**config.mk**
```make
export PLATFORM = sky130hd
export DESIGN_NAME = burst_gate_generator
export DESIGN_NICKNAME = d
export VERILOG_FILES = /design/src/burst_gate_pkg.sv /design/src/burst_gate_generator.sv
export SDC_FILE = /design/constraint.sdc
export NUM_CORES = 1
export LEC_CHECK = 0
export ABC_AREA = 1
export BUFFER_PORTS_ARGS = -buffer_cell sky130_fd_sc_hd__buf_4
export CAP_MARGIN = 20
export CORE_AREA = 2 2 209 211
export CTS_BUF_LIST = sky130_fd_sc_hd__clkbuf_2 sky130_fd_sc_hd__clkbuf_4 sky130_fd_sc_hd__clkbuf_8
export DETAILED_ROUTE_END_ITERATION = 10
export DIE_AREA = 0 0 211 213
export PLACE_DENSITY_LB_ADDON = 0.2
export SYNTH_ARGS = -nofsm -noshare
export SYNTH_HDL_FRONTEND = slang
export SYNTH_SLANG_ARGS = --single-unit
```
**constraint.sdc**
```tcl
create_clock -name sys_clk -period 3.3 [get_ports sys_clk]
set_input_delay 0.33 -clock sys_clk [delete_from_list [all_inputs] [get_ports sys_clk]]
set_output_delay 0.33 -clock sys_clk [all_outputs]
set_load 0.02 [all_outputs]
```
**src/burst_gate_pkg.sv**
```systemverilog
// Constants, modes and carriers for the receive burst gate generator
//------------------------------------------------------------------
//------------------------------------------------------------------
package burst_gate_pkg;
  localparam int          VAL_W       = 33;
  localparam int          EN_SH_1CH   = 8;
  localparam int          EN_SH_2CH   = 9;
  localparam int          DLY_SH_1CH  = 3;
  localparam int          DLY_SH_2CH  = 4;
  localparam logic [32:0] EN_MIN_1CH  = 33'h0_0000_3200;
  localparam logic [32:0] EN_INT_1CH  = 33'h0_7FFF_FC00;
  localparam logic [32:0] EN_TRG_1CH  = 33'h0_7FFF_FF00;
  localparam logic [32:0] CYC_MIN_1CH = 33'h0_0000_6400;
  localparam logic [32:0] CYC_MAX_1CH = 33'h0_8000_0000;
  localparam logic [32:0] EN_MIN_2CH  = 33'h0_0000_6400;
  localparam logic [32:0] EN_INT_2CH  = 33'h0_FFFF_F800;
  localparam logic [32:0] EN_TRG_2CH  = 33'h0_FFFF_FE00;
  localparam logic [32:0] CYC_MIN_2CH = 33'h0_0000_C800;
  localparam logic [32:0] CYC_MAX_2CH = 33'h1_0000_0000;
  localparam logic [32:0] DIS_MIN_1CH = 33'h0_0000_0200;
  localparam logic [32:0] DIS_MIN_2CH = 33'h0_0000_0400;
  localparam logic [32:0] DLY_MAX_1CH = 33'h0_7FFF_FFF8;
  localparam logic [32:0] DLY_MAX_2CH = 33'h0_FFFF_FFF0;

  typedef enum logic {SEQ_REPEAT = 1'h0, SEQ_BURST = 1'h1} seq_t;
  typedef enum logic [1:0] {
    SRC_INTERNAL = 2'h0, SRC_TRIGGER = 2'h1, SRC_ENABLE = 2'h2
  } src_t;
  typedef enum logic [1:0] {
    AUX_BURST = 2'h0, AUX_MASK = 2'h1, AUX_CAPTURE = 2'h2
  } aux_fn_t;
  typedef enum logic [2:0] {
    PAT_PRBS = 3'h0, PAT_ZERO_SUB = 3'h1, PAT_DATA = 3'h2,
    PAT_MIXED = 3'h3, PAT_OTHER = 3'h4
  } pat_t;
  typedef enum logic {DLY_MANUAL = 1'h0, DLY_AUTO = 1'h1} dly_t;
  typedef enum logic [3:0] {
    A_IDLE = 4'h1, A_WAIT = 4'h2, A_MEAS = 4'h4, A_DONE = 4'h8
  } auto_st_t;

  typedef struct packed {
    seq_t        seq;
    src_t        src;
    aux_fn_t     aux_fn;
    pat_t        pat;
    dly_t        dly;
    logic        dual_channel_combined;
    logic        frame_sync_on;
    logic [32:0] enable_period;
    logic [32:0] burst_cycle;
    logic [31:0] manual_delay;
  } cfg_t;

  typedef struct packed {
    logic        gate_open;
    logic        measuring;
    logic        cfg_error;
    logic        auto_busy;
    logic        auto_valid;
    logic [32:0] applied_delay;
  } stat_t;
endpackage

```
**src/burst_gate_generator.sv**
```systemverilog
// Receive burst gate, delay alignment, masking and bit/error counting
`timescale 1ns/100ps
module burst_gate_generator #(
  parameter int CNT_W = 48
) (
  input  wire logic                 sys_clk,
  input  wire logic                 rst_n,
  input  wire burst_gate_pkg::cfg_t cfg,
  input  wire logic                 aux_in,
  input  wire logic                 sync_lock,
  input  wire logic [1:0]           bit_err,
  output logic                      capture_start,
  output burst_gate_pkg::stat_t     stat,
  output logic [CNT_W-1:0]          bit_count,
  output logic [CNT_W-1:0]          err_count_a,
  output logic [CNT_W-1:0]          err_count_b
);
  import burst_gate_pkg::*;

  //----------------------------------------------------------------
  // Helpers
  //----------------------------------------------------------------
  // Round down onto the step grid; keeps odd values usable
  function automatic logic [32:0] snap(input logic [32:0] v,
                                       input int          sh);
    snap = (v >> sh) << sh;
  endfunction

  function automatic logic in_rng(input logic [32:0] v,
                                  input logic [32:0] lo,
                                  input logic [32:0] hi);
    in_rng = (v >= lo) && (v <= hi);
  endfunction

  //----------------------------------------------------------------
  // Auxiliary pin synchroniser
  //----------------------------------------------------------------
  logic aux_s1;
  logic aux_s2;
  logic aux_s3;
  logic aux_lvl;
  logic aux_prev;
  wire  aux_rise = aux_lvl & ~aux_prev;

  // Three stages; level moves only once stages two and three agree
  always_ff @(posedge sys_clk or negedge rst_n) begin
    if (!rst_n) begin
      aux_s1   <= 1'b0;
      aux_s2   <= 1'b0;
      aux_s3   <= 1'b0;
      aux_lvl  <= 1'b0;
      aux_prev <= 1'b0;
    end else begin
      aux_s1   <= aux_in;
      aux_s2   <= aux_s1;
      aux_s3   <= aux_s2;
      aux_prev <= aux_lvl;
      if (aux_s2 == aux_s3) begin
        aux_lvl <= aux_s3;
      end
    end
  end

  //----------------------------------------------------------------
  // Settings snapped to the grid and checked
  //----------------------------------------------------------------
  wire        dual    = cfg.dual_channel_combined;
  wire        burst   = (cfg.seq == SEQ_BURST);
  wire        use_int = (cfg.src == SRC_INTERNAL);
  wire        use_trg = (cfg.src == SRC_TRIGGER);
  wire        aux_brs = (cfg.aux_fn == AUX_BURST);
  wire [32:0] en_per  = snap(cfg.enable_period,
                             dual ? EN_SH_2CH : EN_SH_1CH);
  wire [32:0] cyc_per = snap(cfg.burst_cycle,
                             dual ? EN_SH_2CH : EN_SH_1CH);
  wire [32:0] en_min  = dual ? EN_MIN_2CH : EN_MIN_1CH;
  wire [32:0] en_max  = dual ? (use_int ? EN_INT_2CH : EN_TRG_2CH)
                             : (use_int ? EN_INT_1CH : EN_TRG_1CH);
  wire [32:0] cyc_min = dual ? CYC_MIN_2CH : CYC_MIN_1CH;
  wire [32:0] cyc_max = dual ? CYC_MAX_2CH : CYC_MAX_1CH;
  wire [32:0] dis_min = dual ? DIS_MIN_2CH : DIS_MIN_1CH;
  wire [32:0] dly_max = dual ? DLY_MAX_2CH : DLY_MAX_1CH;
  wire [32:0] man_raw = snap({1'b0, cfg.manual_delay},
                             dual ? DLY_SH_2CH : DLY_SH_1CH);
  // Out-of-range delay is clamped rather than refused
  wire [32:0] man_dly = (man_raw > dly_max) ? dly_max : man_raw;

  // Unsupported pattern types may not run in burst
  wire pat_bad = (cfg.pat == PAT_OTHER);
  wire en_bad  = (use_int | use_trg) &
                 ~in_rng(en_per, en_min, en_max);
  wire cyc_bad = use_int & (~in_rng(cyc_per, cyc_min, cyc_max) |
                 (cyc_per < en_per + dis_min));
  wire cfg_err = burst & (pat_bad | en_bad | cyc_bad);
  wire run     = burst & ~cfg_err;

  //----------------------------------------------------------------
  // Gate sources
  //----------------------------------------------------------------
  logic [32:0] cyc_cnt;
  logic [32:0] trg_cnt;

  // Internal cycle counter wraps once per burst cycle
  always_ff @(posedge sys_clk or negedge rst_n) begin
    if (!rst_n) begin
      cyc_cnt <= 33'h0_0000_0000;
    end else if (!run || !use_int ||
                 cyc_cnt >= cyc_per - 33'h0_0000_0001) begin
      cyc_cnt <= 33'h0_0000_0000;
    end else begin
      cyc_cnt <= cyc_cnt + 33'h0_0000_0001;
    end
  end

  // Trigger window; a new edge inside the window is ignored
  always_ff @(posedge sys_clk or negedge rst_n) begin
    if (!rst_n) begin
      trg_cnt <= 33'h0_0000_0000;
    end else if (!run || !use_trg || !aux_brs) begin
      trg_cnt <= 33'h0_0000_0000;
    end else if (trg_cnt == 33'h0_0000_0000) begin
      if (aux_rise) begin
        trg_cnt <= en_per;
      end
    end else begin
      trg_cnt <= trg_cnt - 33'h0_0000_0001;
    end
  end

  wire src_int = use_int & (cyc_cnt < en_per);
  wire src_trg = (trg_cnt != 33'h0_0000_0000);
  wire src_ena = (cfg.src == SRC_ENABLE) & aux_brs & aux_lvl;
  wire src_lvl = run & (src_int | src_trg | src_ena);

  logic src_prev;
  wire  src_rise = src_lvl & ~src_prev;
  wire  src_fall = ~src_lvl & src_prev;

  //----------------------------------------------------------------
  // Automatic delay search
  //----------------------------------------------------------------
  auto_st_t    a_st;
  auto_st_t    next_a_st;
  logic [32:0] a_cnt;
  logic [32:0] a_dly;
  logic        a_ok;
  logic        dly_prev;
  logic        lock_prev;
  wire         want_auto = (cfg.dly == DLY_AUTO) & cfg.frame_sync_on;
  // Search reruns only on a manual to auto change
  wire         a_start   = (cfg.dly == DLY_AUTO) & ~dly_prev;
  wire         lock_rise = sync_lock & ~lock_prev;

  // Search sequence: wait for source edge, time until lock
  always_comb begin
    next_a_st = a_st;
    case (a_st)
      A_IDLE: begin
        if (a_start && want_auto && run) begin
          next_a_st = A_WAIT;
        end
      end
      A_WAIT: begin
        if (src_rise) begin
          next_a_st = A_MEAS;
        end
      end
      A_MEAS: begin
        if (lock_rise) begin
          next_a_st = A_DONE;
        end
      end
      A_DONE: begin
        if (a_start) begin
          next_a_st = A_WAIT;
        end
      end
      default: next_a_st = A_IDLE;
    endcase
    if (!want_auto || !run) begin
      next_a_st = A_IDLE;
    end
  end

  always_ff @(posedge sys_clk or negedge rst_n) begin
    if (!rst_n) begin
      a_st      <= A_IDLE;
      dly_prev  <= 1'b0;
      lock_prev <= 1'b0;
    end else begin
      a_st      <= next_a_st;
      dly_prev  <= (cfg.dly == DLY_AUTO);
      lock_prev <= sync_lock;
    end
  end

  // Offset from source edge to frame lock becomes the delay
  always_ff @(posedge sys_clk or negedge rst_n) begin
    if (!rst_n) begin
      a_cnt <= 33'h0_0000_0000;
      a_dly <= 33'h0_0000_0000;
      a_ok  <= 1'b0;
    end else begin
      if (a_st == A_MEAS) begin
        a_cnt <= src_rise ? 33'h0_0000_0000
                          : a_cnt + 33'h0_0000_0001;
      end else begin
        a_cnt <= 33'h0_0000_0000;
      end
      if (a_st == A_MEAS && lock_rise) begin
        a_dly <= snap(a_cnt, dual ? DLY_SH_2CH : DLY_SH_1CH);
        a_ok  <= 1'b1;
      end else if (next_a_st == A_IDLE || next_a_st == A_WAIT) begin
        a_ok  <= 1'b0;
      end
    end
  end

  wire [32:0] dly = (cfg.dly == DLY_AUTO) ? (a_ok ? a_dly : 33'h0)
                                          : man_dly;

  //----------------------------------------------------------------
  // Edge delay lines: index 0 opens, index 1 closes
  //----------------------------------------------------------------
  logic [1:0]  pend;
  logic [32:0] dcnt [2];
  logic [1:0]  evt;
  wire  [1:0]  edg = {src_fall, src_rise};
  wire         dly_zero = (dly == 33'h0_0000_0000);

  // One edge of each kind in flight; a repeat edge inside the delay restarts the line and the earlier edge is lost
  always_comb begin
    for (int i = 0; i < 2; i++) begin
      evt[i] = (edg[i] & dly_zero) |
               (pend[i] & (dcnt[i] == 33'h0_0000_0001));
    end
  end

  always_ff @(posedge sys_clk or negedge rst_n) begin
    if (!rst_n) begin
      pend     <= 2'h0;
      dcnt[0]  <= 33'h0_0000_0000;
      dcnt[1]  <= 33'h0_0000_0000;
      src_prev <= 1'b0;
    end else begin
      src_prev <= src_lvl;
      for (int i = 0; i < 2; i++) begin
        if (!run) begin
          pend[i] <= 1'b0;
        end else if (edg[i] && !dly_zero) begin
          pend[i] <= 1'b1;
          dcnt[i] <= dly;
        end else if (pend[i]) begin
          dcnt[i] <= dcnt[i] - 33'h0_0000_0001;
          if (dcnt[i] == 33'h0_0000_0001) begin
            pend[i] <= 1'b0;
          end
        end
      end
    end
  end

  //----------------------------------------------------------------
  // Gate, mask and counters
  //----------------------------------------------------------------
  logic gate_q;

  // Opening wins, so back-to-back bursts leave no hole
  always_ff @(posedge sys_clk or negedge rst_n) begin
    if (!rst_n) begin
      gate_q <= 1'b0;
    end else if (!run) begin
      gate_q <= 1'b0;
    end else if (evt[0]) begin
      gate_q <= 1'b1;
    end else if (evt[1]) begin
      gate_q <= 1'b0;
    end
  end

  wire gate_open = burst ? (gate_q & run) : 1'b1;
  wire mask_pass = (cfg.aux_fn != AUX_MASK) | aux_lvl;
  wire measuring = gate_open & mask_pass;

  // Both channels share the one gate and mask
  always_ff @(posedge sys_clk or negedge rst_n) begin
    if (!rst_n) begin
      bit_count   <= '0;
      err_count_a <= '0;
      err_count_b <= '0;
    end else if (measuring) begin
      bit_count   <= bit_count + 1'b1;
      err_count_a <= err_count_a + CNT_W'(bit_err[0]);
      err_count_b <= err_count_b + CNT_W'(bit_err[1]);
    end
  end

  // Capture start is a registered one-bit pulse
  always_ff @(posedge sys_clk or negedge rst_n) begin
    if (!rst_n) begin
      capture_start <= 1'b0;
    end else begin
      capture_start <= (cfg.aux_fn == AUX_CAPTURE) & aux_rise;
    end
  end

  // Status snapshot
  always_ff @(posedge sys_clk or negedge rst_n) begin
    if (!rst_n) begin
      stat <= '0;
    end else begin
      stat.gate_open     <= gate_open;
      stat.measuring     <= measuring;
      stat.cfg_error     <= cfg_err;
      stat.auto_busy     <= (a_st == A_WAIT) | (a_st == A_MEAS);
      stat.auto_valid    <= a_ok;
      stat.applied_delay <= dly;
    end
  end

endmodule // burst_gate_generator

```
# Word level (Yosys, flattened, before mapping)
# Index checks and enable logic that the tools add are counted.
op_classes:
  addsub: 10
  n_lt_le_gt_ge: 8
  n_eq_ne: 16
  shift: 8
  muxes: 43
  n_bitwise: 39
  n_reduce_logical: 29
op_table:
  columns: ["operator", "count"]
  rows:
  - ["33-bit 2-to-1 mux", 14]
  - ["33-bit by 1-bit subtractor with 33-bit output (second input constant)", 4]
  - ["48-bit by 1-bit adder with 48-bit output", 2]
  - ["33-bit by 1-bit adder with 33-bit output (second input constant)", 2]
  - ["33-bit by 1-bit == test with 1-bit output (second input constant)", 2]
  - ["33-bit logical NOT", 2]
  - ["33-bit less-than comparator", 2]
  - ["33-bit by 32-bit << shifter with 33-bit output", 2]
  - ["32-bit 2-to-1 mux", 2]
  - ["48-bit by 1-bit adder with 48-bit output (second input constant)", 1]
  - ["33-bit by 11-bit adder with 33-bit output", 1]
  - ["33-bit by 15-bit >= comparator with 1-bit output", 1]
  - ["33-bit by 16-bit >= comparator with 1-bit output", 1]
  - ["33-bit >= comparator", 1]
  - ["33-bit by 32-bit > comparator with 1-bit output", 1]
  - ["33-bit by 32-bit less-or-equal comparator with 1-bit output", 1]
  - ["33-bit less-or-equal comparator", 1]
  - ["33-bit nonzero test", 1]
  - ["33-bit by 3-bit << shifter with 33-bit output", 1]
  - ["33-bit by 4-bit << shifter with 33-bit output", 1]
  - ["32-bit by 32-bit >> shifter with 33-bit output", 1]
  - ["33-bit by 3-bit >> shifter with 33-bit output", 1]
  - ["33-bit by 32-bit >> shifter with 33-bit output", 1]
  - ["33-bit by 4-bit >> shifter with 33-bit output", 1]
  - ["28 further kinds", 106]
word_totals:
  regBits: 397
  output_inout_bits: 183
  word_cells: 181

# Depth between registers and ports, before layout
# Gate-level depths: netlist of the first run.
logic_depth:
  depth_word: 21
  ltp_mapped: 35
  mapped_depth_nobuf: 32

# Least setup slack after synthesis of the first run
# OpenSTA, ideal clock, no wires.
synth_timing:
  path_type: "input -> register"
  from: "input cfg[99] (netlist bit)"
  to: "register trg_cnt[29]"
  setup_ns: 0.064
  arrival_time_ns: 4.121
  slack_ns: -0.884
  path_stages: 33
  path_cell_list: "inv_1 buf_2 a211oi_1 nand2_1 nor2_1 nand2_1 nor2_1 inv_1 nor2_1 nand2_1 nor2_1 inv_1 nor2_1 nand3_1 xor2_1 ha_1 nand2_1 nor2_1 nand2_1 nor2_1 nand4_1 nand3_1 nand2_1 nand2_1 nand3_4 inv_2 nand2_2 nor2_2 inv_2 buf_2 nor2_1 o21ai_1 inv_1"
synth_via:
  elab_chain_len: 16
  elab_cells_between_ends: 35
synth_rtl:
  columns: ["element", "line", "text"]
  rows:
  - ["start, declared", "burst_gate_generator.sv:8", "input wire burst_gate_pkg::cfg_t cfg,"]
  - ["parallel branches: the longest is 16 deep, another holds 33-bit by 11-bit adder with 33-bit output", null, null]
  - ["end signal, assigned", "burst_gate_generator.sv:123", "trg_cnt <= en_per;"]
  - ["end signal, assigned", "burst_gate_generator.sv:126", "trg_cnt <= trg_cnt - 33'h0_0000_0001;"]
  - ["end, declared", "burst_gate_generator.sv:101", "logic [32:0] trg_cnt;"]
# Parallel ways; which one is timed is not known. The select of a mux whose other input is x is not followed.
# A chain may end at the register's enable or synchronous reset.

# Final worst setup path of the first run
layout_timing:
  from: "input cfg[74] (netlist bit)"
  to: "register dcnt[15] (netlist bit)"
layout_via:
  elab_chain_len: 17
  elab_cells_between_ends: 27
layout_rtl:
  columns: ["element", "line", "text"]
  rows:
  - ["33-bit by 32-bit >> shifter with 33-bit output (*)", "burst_gate_generator.sv:26", "snap = (v >> sh) << sh;"]
  - ["33-bit by 32-bit << shifter with 33-bit output (*)", "burst_gate_generator.sv:26", null]
  - ["parallel branches: the longest is 9 deep, another holds 33-bit by 11-bit adder with 33-bit output", null, null]
  - ["1-bit bitwise AND (*)", "burst_gate_generator.sv:133", "wire src_lvl = run & (src_int | src_trg | src_ena);"]
  - ["via src_lvl", "burst_gate_generator.sv:133", null]
  - ["1-bit NOT (*)", "burst_gate_generator.sv:137", "wire src_fall = ~src_lvl & src_prev;"]
  - ["1-bit bitwise AND (*)", "burst_gate_generator.sv:137", null]
  - ["1-bit logical AND (*)", "burst_gate_generator.sv:250", "end else if (edg[i] && !dly_zero) begin"]
  - ["2-bit nonzero test (no line)", null, null]
  - ["2-bit AND reduction (no line)", null, null]
  - ["end signal, assigned by index", "burst_gate_generator.sv:252", "dcnt[i] <= dly;"]
  - ["end signal, assigned by index", "burst_gate_generator.sv:254", "dcnt[i] <= dcnt[i] - 33'h0_0000_0001;"]
  - ["end, declared", "burst_gate_generator.sv:226", "logic [32:0] dcnt [2];"]
# Mark *: on every way through the listed nets, which the timed path passes.

==> flow_summary.ini, run 1 <==
[global_routing]
grt_pass1_vias = 25500
overflow = 0
grt_max_degree = 90
grt_pass1_wl_mm = 132
antenna_found_initial = 0
grtUsageTotal = 0.370

[sta]
drv_slew = 0
worst_slew_pin_slew_ps = 770
finClkSkew_ps = 39.3
slew_headroom = 0.486
worst_slack_ps = -442
fin_tns_setup_ps = -89510
finalHoldViolations = 0
grt_setup_unrepaired = true
timing.final.crit_share = 1.13
finalCriticalPeriod_ps = 3740
setup_viol = 316
fmax_ghz = 0.267

[cts]
h-tree-depth = 3
clkTransAtPathRegs_ps = 70
root_buffer = clkbuf_8
cts_made_buffers = 70
cts_tree = done
cts.sinks = 397
clockBufferDepth = 3
clk_latency_ps = 670

[power_and_ir_drop]
peakVddDrop_uv = 403
total_power_mw = 17.5
power.leakage_nw = 17.6
powerDensity_nw_per_um2 = 500

[worst_setup_path]
end_kind = flip-flop
cp.required_ps = 3870
cpPeakStageDelay_ps = 330
cp_num_cells = 36
crit_family = simple AND/OR/NAND/NOR gates
reg2reg_slack_ps = 130
cpMaxStageDelayCell = ha_1
critPathMostFrequentCell = nand2_2
critPathLaunch = cfg[74]
crit_fanout = 8
r2r_cells = 21
regToRegEndpoint = dcnt[15]$_DFFE_PN0P_
cp.arrival_ps = 4310
path_buf_inv = 8
setup.worst_path.start_class = primary input
crit_path_end = dcnt[15]$_DFFE_PN0P_
r2r-start = trg_cnt[1]$_DFFE_PN0P_
path_class = in -> reg

[drt]
vias_per_cell = 5.71
first_iter_violations = 2866
routedWlPerCell_um = 18.3
vias = 27900
drt_pass1_iterations = 6
wirelength_mm = 89.3
remaining_drc_errors = 0
antenna_left = 0

[place]
placed_area_um2 = 30600
gp_congestion = 0.986
io_buffers = 278
hpwl_mm = 58.5

[die]
initial_core_util = 0.616
die_h_um = 213
dieArea_um2 = 44900
core-area_um2 = 42700
dieWidth_um = 211
rows = 76
io_pins = 298

[cells_and_area]
fin_nets = 4508
diodes = 0
syn2layout_area_growth_pct = 32.8
fill_cells = 2851
drive_gt1_frac = 0.232
stdcell_area_um2 = 34900

[yosys]
synthCells = 3734
synthTopCellsByArea = dfrtp_1 (38%), nand2_1 (16%), nor2_1 (7.3%)
yosys.area_share.simple = 0.347
ys_seq_area_frac = 0.378
syn_area_um2 = 26300
synth_largest_area_cell = dfrtp_1
synth_area_per_cell_um2 = 7.04
synth_compound_area_frac = 0.0549
yosys_warnings = 0
muxShareOfSynthArea = 0
ys_ff_latch = 397
synth_nets = 3947
synth_cell_types = 52
synth_xor_area_frac = 0.0949
synth_fa_ha_area_frac = 0.0470
synth_top_cell_area_share = 0.377
synth_top_family_by_area = simple AND/OR/NAND/NOR gates

[status]
violations = negative setup slack
status = complete, but fails checks

[min_path]
hp-class = in -> reg

[run]
maxCapViolCount = 0
## registers in the layout, summed over array words and instances, names as in the netlist, 2 cells and up
name and flops:
a_cnt 33, a_dly 33, a_st 4, bit_count 48, cyc_cnt 33, dcnt 66
err_count_a 48, err_count_b 48, pend 2, stat 38, trg_cnt 33
## metal layers
layer	vias up	GRT usage	routed length, um	part of all wire
met3	320	0.0569	8100	0.091
met4	0	0.144	4080	0.046
met5	-	0	0	0
met2	1564	0.596	41300	0.46
li1	13000	-	-	-
met1	13000	0.504	35800	0.40
## area by class of cell
type | instances | area, um^2 | area share
repair inverters | 2 | 22.5 | 0.000645
flip-flops and latches | 397 | 9940 | 0.285
repair buffers | 603 | 5850 | 0.168
clock buffers | 105 | 1320 | 0.0378
well taps | 546 | 683 | 0.0196
clock inverters | 15 | 138 | 0.00394
inverters | 404 | 1560 | 0.0447
multi-input cells | 2817 | 15400 | 0.441
## placed cells by master (no fill, tap or decap), types with 77 or more instances in the layout
cell / n
nand2_1: 978
clkbuf_8: 85
inv_1: 389
xor2_1: 217
a21oi_1: 77
nor2_1: 478
buf_4: 482
nor3_1: 113
o21ai_0: 94
nand3_1: 214
ha_1: 97
nand2_2: 110
dfrtp_1: 396
## through the flow
step / setup slack (ps) / util / hold slack (ps) / instances
floorplan: -650 / - / 34.4 / 3734
CTS: -172 / 0.783 / 4.88 / 4849
finish: -442 / 0.818 / 37.5 / 4889
detailed placement: -1040 / 0.716 / 335 / 4655
global placement: -903 / 0.716 / 343 / 4655
global route: -698 / 0.818 / 10.1 / 4889
## worst min-delay path by stage
stage                          start                  to  slack (ps)  cells past startpoint
CTS                         cfg[108]  stat[35]$_DFF_PN0_           5                      2
detailed placement  aux_s1$_DFF_PN0_    aux_s2$_DFF_PN0_         330                      0
floorplan                      rst_n  a_cnt[0]$_DFF_PN0_          30                      0
global placement    aux_s1$_DFF_PN0_    aux_s2$_DFF_PN0_         340                      0
global route                cfg[108]  stat[35]$_DFF_PN0_          10                      2
finish                      cfg[108]  stat[35]$_DFF_PN0_          40                      2
## synthesized netlist by cell type (all sizes together)
cell    number
a21oi       83
maj3         1
or3          1
a31oi        5
a21boi       1
ha          98
dfrtp      396
nor3b       20
nor4        45
nor2       517
buf         63
dfstp        1
nor4b        1
o21bai       3
clkbuf      54
clkinv       2
nand4       53
o21a         4
nand2     1138
o22ai        3
or2         12
nor3       132
o31ai        1
a22oi        2
nand3b      19
a21o         2
inv        402
xor2       217
a221oi       1
xnor2       68
o21ai      161
nand3      223
o311ai       1
o41ai        1
a211oi       3
## logic make-up (layout without fill, tap and decap cells)
group                      count (synthesis)  after routing
AOI/OAI and AO/OA                        271            272
xor gates and xnor gates                 285            285
adders and majority gates                 99             99
buffers and inverters                    521           1129
DFF                                      397            397
and+or+nand+nor                         2161           2161
## worst register-to-register path: cells and delay by family (launching register included)
kind	cells	cell delay, ps
and+or+nand+nor	15	1810
DFF	1	390
adders and majority gates	1	230
buffers and inverters	5	620
## power by group
| group | leakage, nW | total [mW] | internal (mW) | switching (mW) |
|---|---|---|---|---|
| clock | 0.763 | 4.84 | 2.71 | 2.13 |
| combinational | 11.6 | 6.17 | 2.50 | 3.67 |
| sequential | 5.24 | 6.46 | 5.56 | 0.894 |
| total | 17.6 | 17.5 | 10.8 | 6.70 |
## repair_timing
| item | in CTS | in global routing |
|---|---|---|
| pin swaps | 50 | 89 |
| hold endpoints to repair | 78 | 0 |
| hold buffers | 8 | 0 |
| endpoints found under the setup margin | 311 | 318 |
| gates resized for setup | 124 | 299 |
| setup buffers | 46 | 24 |
| cloned | 21 | 21 |
Note: power is estimated with default switching activity, not from simulation.
==> inputs of run 2 (changes only) <==
==> constraint.sdc (replaced) <==
create_clock -name sys_clk -period 3.3 [get_ports sys_clk]
set_input_delay 0.165 -clock sys_clk [delete_from_list [all_inputs] [get_ports sys_clk]]
set_output_delay 0.165 -clock sys_clk [all_outputs]
set_load 0.02 [all_outputs]
==> run 2 against run 1 <==
  * The run still ends with negative setup slack left
  * Die area stayed put
  * Sequential share of layout area grew 0.94 points
  * Clock skew is 20 ps higher
  * Critical endpoint is now dcnt[32]$_DFFE_PN0P_
  * Critical path type unchanged
  * Highest routed layer unchanged
  * Largest cell class unchanged
  * Maximum frequency up 2.6%
  * Largest power group unchanged
  * Setup slack better by 93 ps
==> flow_summary.ini, run 2 (same netlist as run 1, synthesis figures left out) <==
[worst_setup_path]
critPathLaunch = cfg[99]
regToRegEndpoint = dcnt[32]$_DFFE_PN0P_
cpPeakStageDelay_ps = 280
crit_fanout = 8
path_class = in -> reg
cp.required_ps = 3890
critPathMostFrequentCell = nand2_1
reg2reg_slack_ps = -10
r2r_cells = 20
end_kind = flip-flop
cp_num_cells = 36
cpMaxStageDelayCell = ha_1
crit_path_end = dcnt[32]$_DFFE_PN0P_
r2r-start = trg_cnt[0]$_DFFE_PN0P_
setup.worst_path.start_class = primary input
cp.arrival_ps = 4230
path_buf_inv = 11
crit_family = simple AND/OR/NAND/NOR gates

[sta]
worst_slack_ps = -349
slew_headroom = 0.438
timing.final.crit_share = 1.11
setup_viol = 302
grt_setup_unrepaired = true
drv_slew = 0
fmax_ghz = 0.274
worst_slew_pin_slew_ps = 842
finClkSkew_ps = 58.8
whs_ps = 43.7
finalCriticalPeriod_ps = 3650
finalHoldViolations = 0

[global_routing]
overflow = 0
grt_pass1_wl_mm = 128
grt_max_degree = 102
grt_pass1_vias = 25000
grtUsageTotal = 0.359
antenna_found_initial = 0

[die]
core-area_um2 = 42700
initial_core_util = 0.616
die_h_um = 213
dieArea_um2 = 44900
rows = 76
dieWidth_um = 211
io_pins = 298

[cells_and_area]
layout_common_cells = nand2_1 (1,072), nor2_1 (488), buf_4 (459), dfrtp_1 (396), inv_1 (391)
largest_register_ff_count = 66
drive_gt1_frac = 0.195
regMostFlops = dcnt
syn2layout_area_growth_pct = 28.5
final_common_cell = nand2_1
diodes = 0
fin_nets = 4463

[power_and_ir_drop]
power.leakage_nw = 17.1
powerDensity_nw_per_um2 = 501
peakVddDrop_uv = 462

[place]
io_buffers = 278
hpwl_mm = 58.6
gp_congestion = 0.981
dpl_worst_slack_ps = -836

[drt]
antenna_left = 0
wirelength_mm = 83.5
first_iter_violations = 2513
vias = 27000
drt_pass1_iterations = 6
vias_per_cell = 5.56
routedWlPerCell_um = 17.2
remaining_drc_errors = 0

[cts]
cts.sinks = 397
clkTransAtPathRegs_ps = 60
clockBufferDepth = 3
cts_made_buffers = 68
h-tree-depth = 3
root_buffer = clkbuf_8
cts_tree = done
clk_latency_ps = 690

[min_path]
hp-class = in -> reg

[status]
status = complete, but fails checks
violations = negative setup slack

[run]
maxCapViolCount = 0
run 2: changes by cell type in the layout (fill, tap and decap cells not counted), sizes merged:
cell,delta
clkinv,-2
clkbuf,-4
buf,-48
bufbuf,+1
dlygate4sd3,+15
inv,-1
a21oi,-1
run 2: final cells by class:
type / count / area, um^2
Clock buffer: 109 / 1360
Clock inverter: 14 / 136
Fill cell: 3045 / 8900
Inverter: 404 / 1550
Multi-Input combinational cell: 2816 / 14900
Sequential cell: 397 / 9940
Tap cell: 546 / 683
Timing Repair Buffer: 563 / 5220
run 2: worst min path at each step:
| stage | endpoint | cells after the start | startpoint | slack [ps] |
|---|---|---|---|---|
| global placement | cyc_cnt[16]$_DFF_PN0_ | 1 | rst_n | 280 |
| global route | trg_cnt[13]$_DFFE_PN0P_ | 4 | cfg[78] | 50 |
| detailed placement | cyc_cnt[16]$_DFF_PN0_ | 1 | rst_n | 280 |
| finish | trg_cnt[32]$_DFFE_PN0P_ | 5 | cfg[97] | 40 |
| floorplan | a_cnt[0]$_DFF_PN0_ | 0 | rst_n | -130 |
| CTS | trg_cnt[32]$_DFFE_PN0P_ | 5 | cfg[97] | 1 |
run 2: per-stage QoR:
stage | power [mW] | area, um^2 | TNS (ps) | utilization | instances
3_3_place_gp | 11.4 | 30500 | -173950 | 0.713 | 4640
2_1_floorplan | 9.69 | 26600 | -107740 | - | 3734
4_1_cts | 16.6 | 32900 | -4580 | 0.770 | 4826
3_5_place_dp | 11.5 | 30500 | -222330 | 0.713 | 4640
5_1_grt | 17.9 | 33800 | -123810 | 0.792 | 4849
6_report | 16.9 | 33800 | -47190 | 0.792 | 4849
run 2: where the power goes:
| group | internal [mW] | switching, mW | total [mW] |
|---|---|---|---|
| Sequential | 5.56 | 0.846 | 6.41 |
| Combinational | 2.27 | 3.37 | 5.64 |
| Clock | 2.77 | 2.13 | 4.89 |
run 2: timing repair:
action                                 4_1_cts  5_1_grt
hold buffers                                23        0
setup buffers                               28       14
cloned                                      12       11
pin swaps                                   23       68
endpoints found under the hold margin      118        0
setup endpoints to repair                  216      317
resized for setup                           48      171
run 2: worst reg2reg max path: stages, from the launching register on:
cell and delay (ps):
dfrtp_1 360, inv_1 140, ha_1 240, nand2_1 160, nor3_4 210, nand3_2 150, nor3_2 180, nand2_1 140
nor2_4 210, nand2_1 160, nor2_4 200, nor2_4 60, buf_6 120, nor2_8 110, nand2_4 90, buf_6 140
a21oi_4 160, buf_12 140, clkbuf_16 160, nand2_1 70, nand2_1 60
run 2: routing by layer:
layer / routed length, um / share of wire / GRT usage / vias to the layer above
met5: 0 / 0 / 0 / -
met4: 2890 / 0.035 / 0.122 / 0
met3: 6960 / 0.083 / 0.0577 / 230
met2: 39000 / 0.47 / 0.580 / 1264
met1: 34700 / 0.42 / 0.494 / 12600
li1: - / - / - / 12900
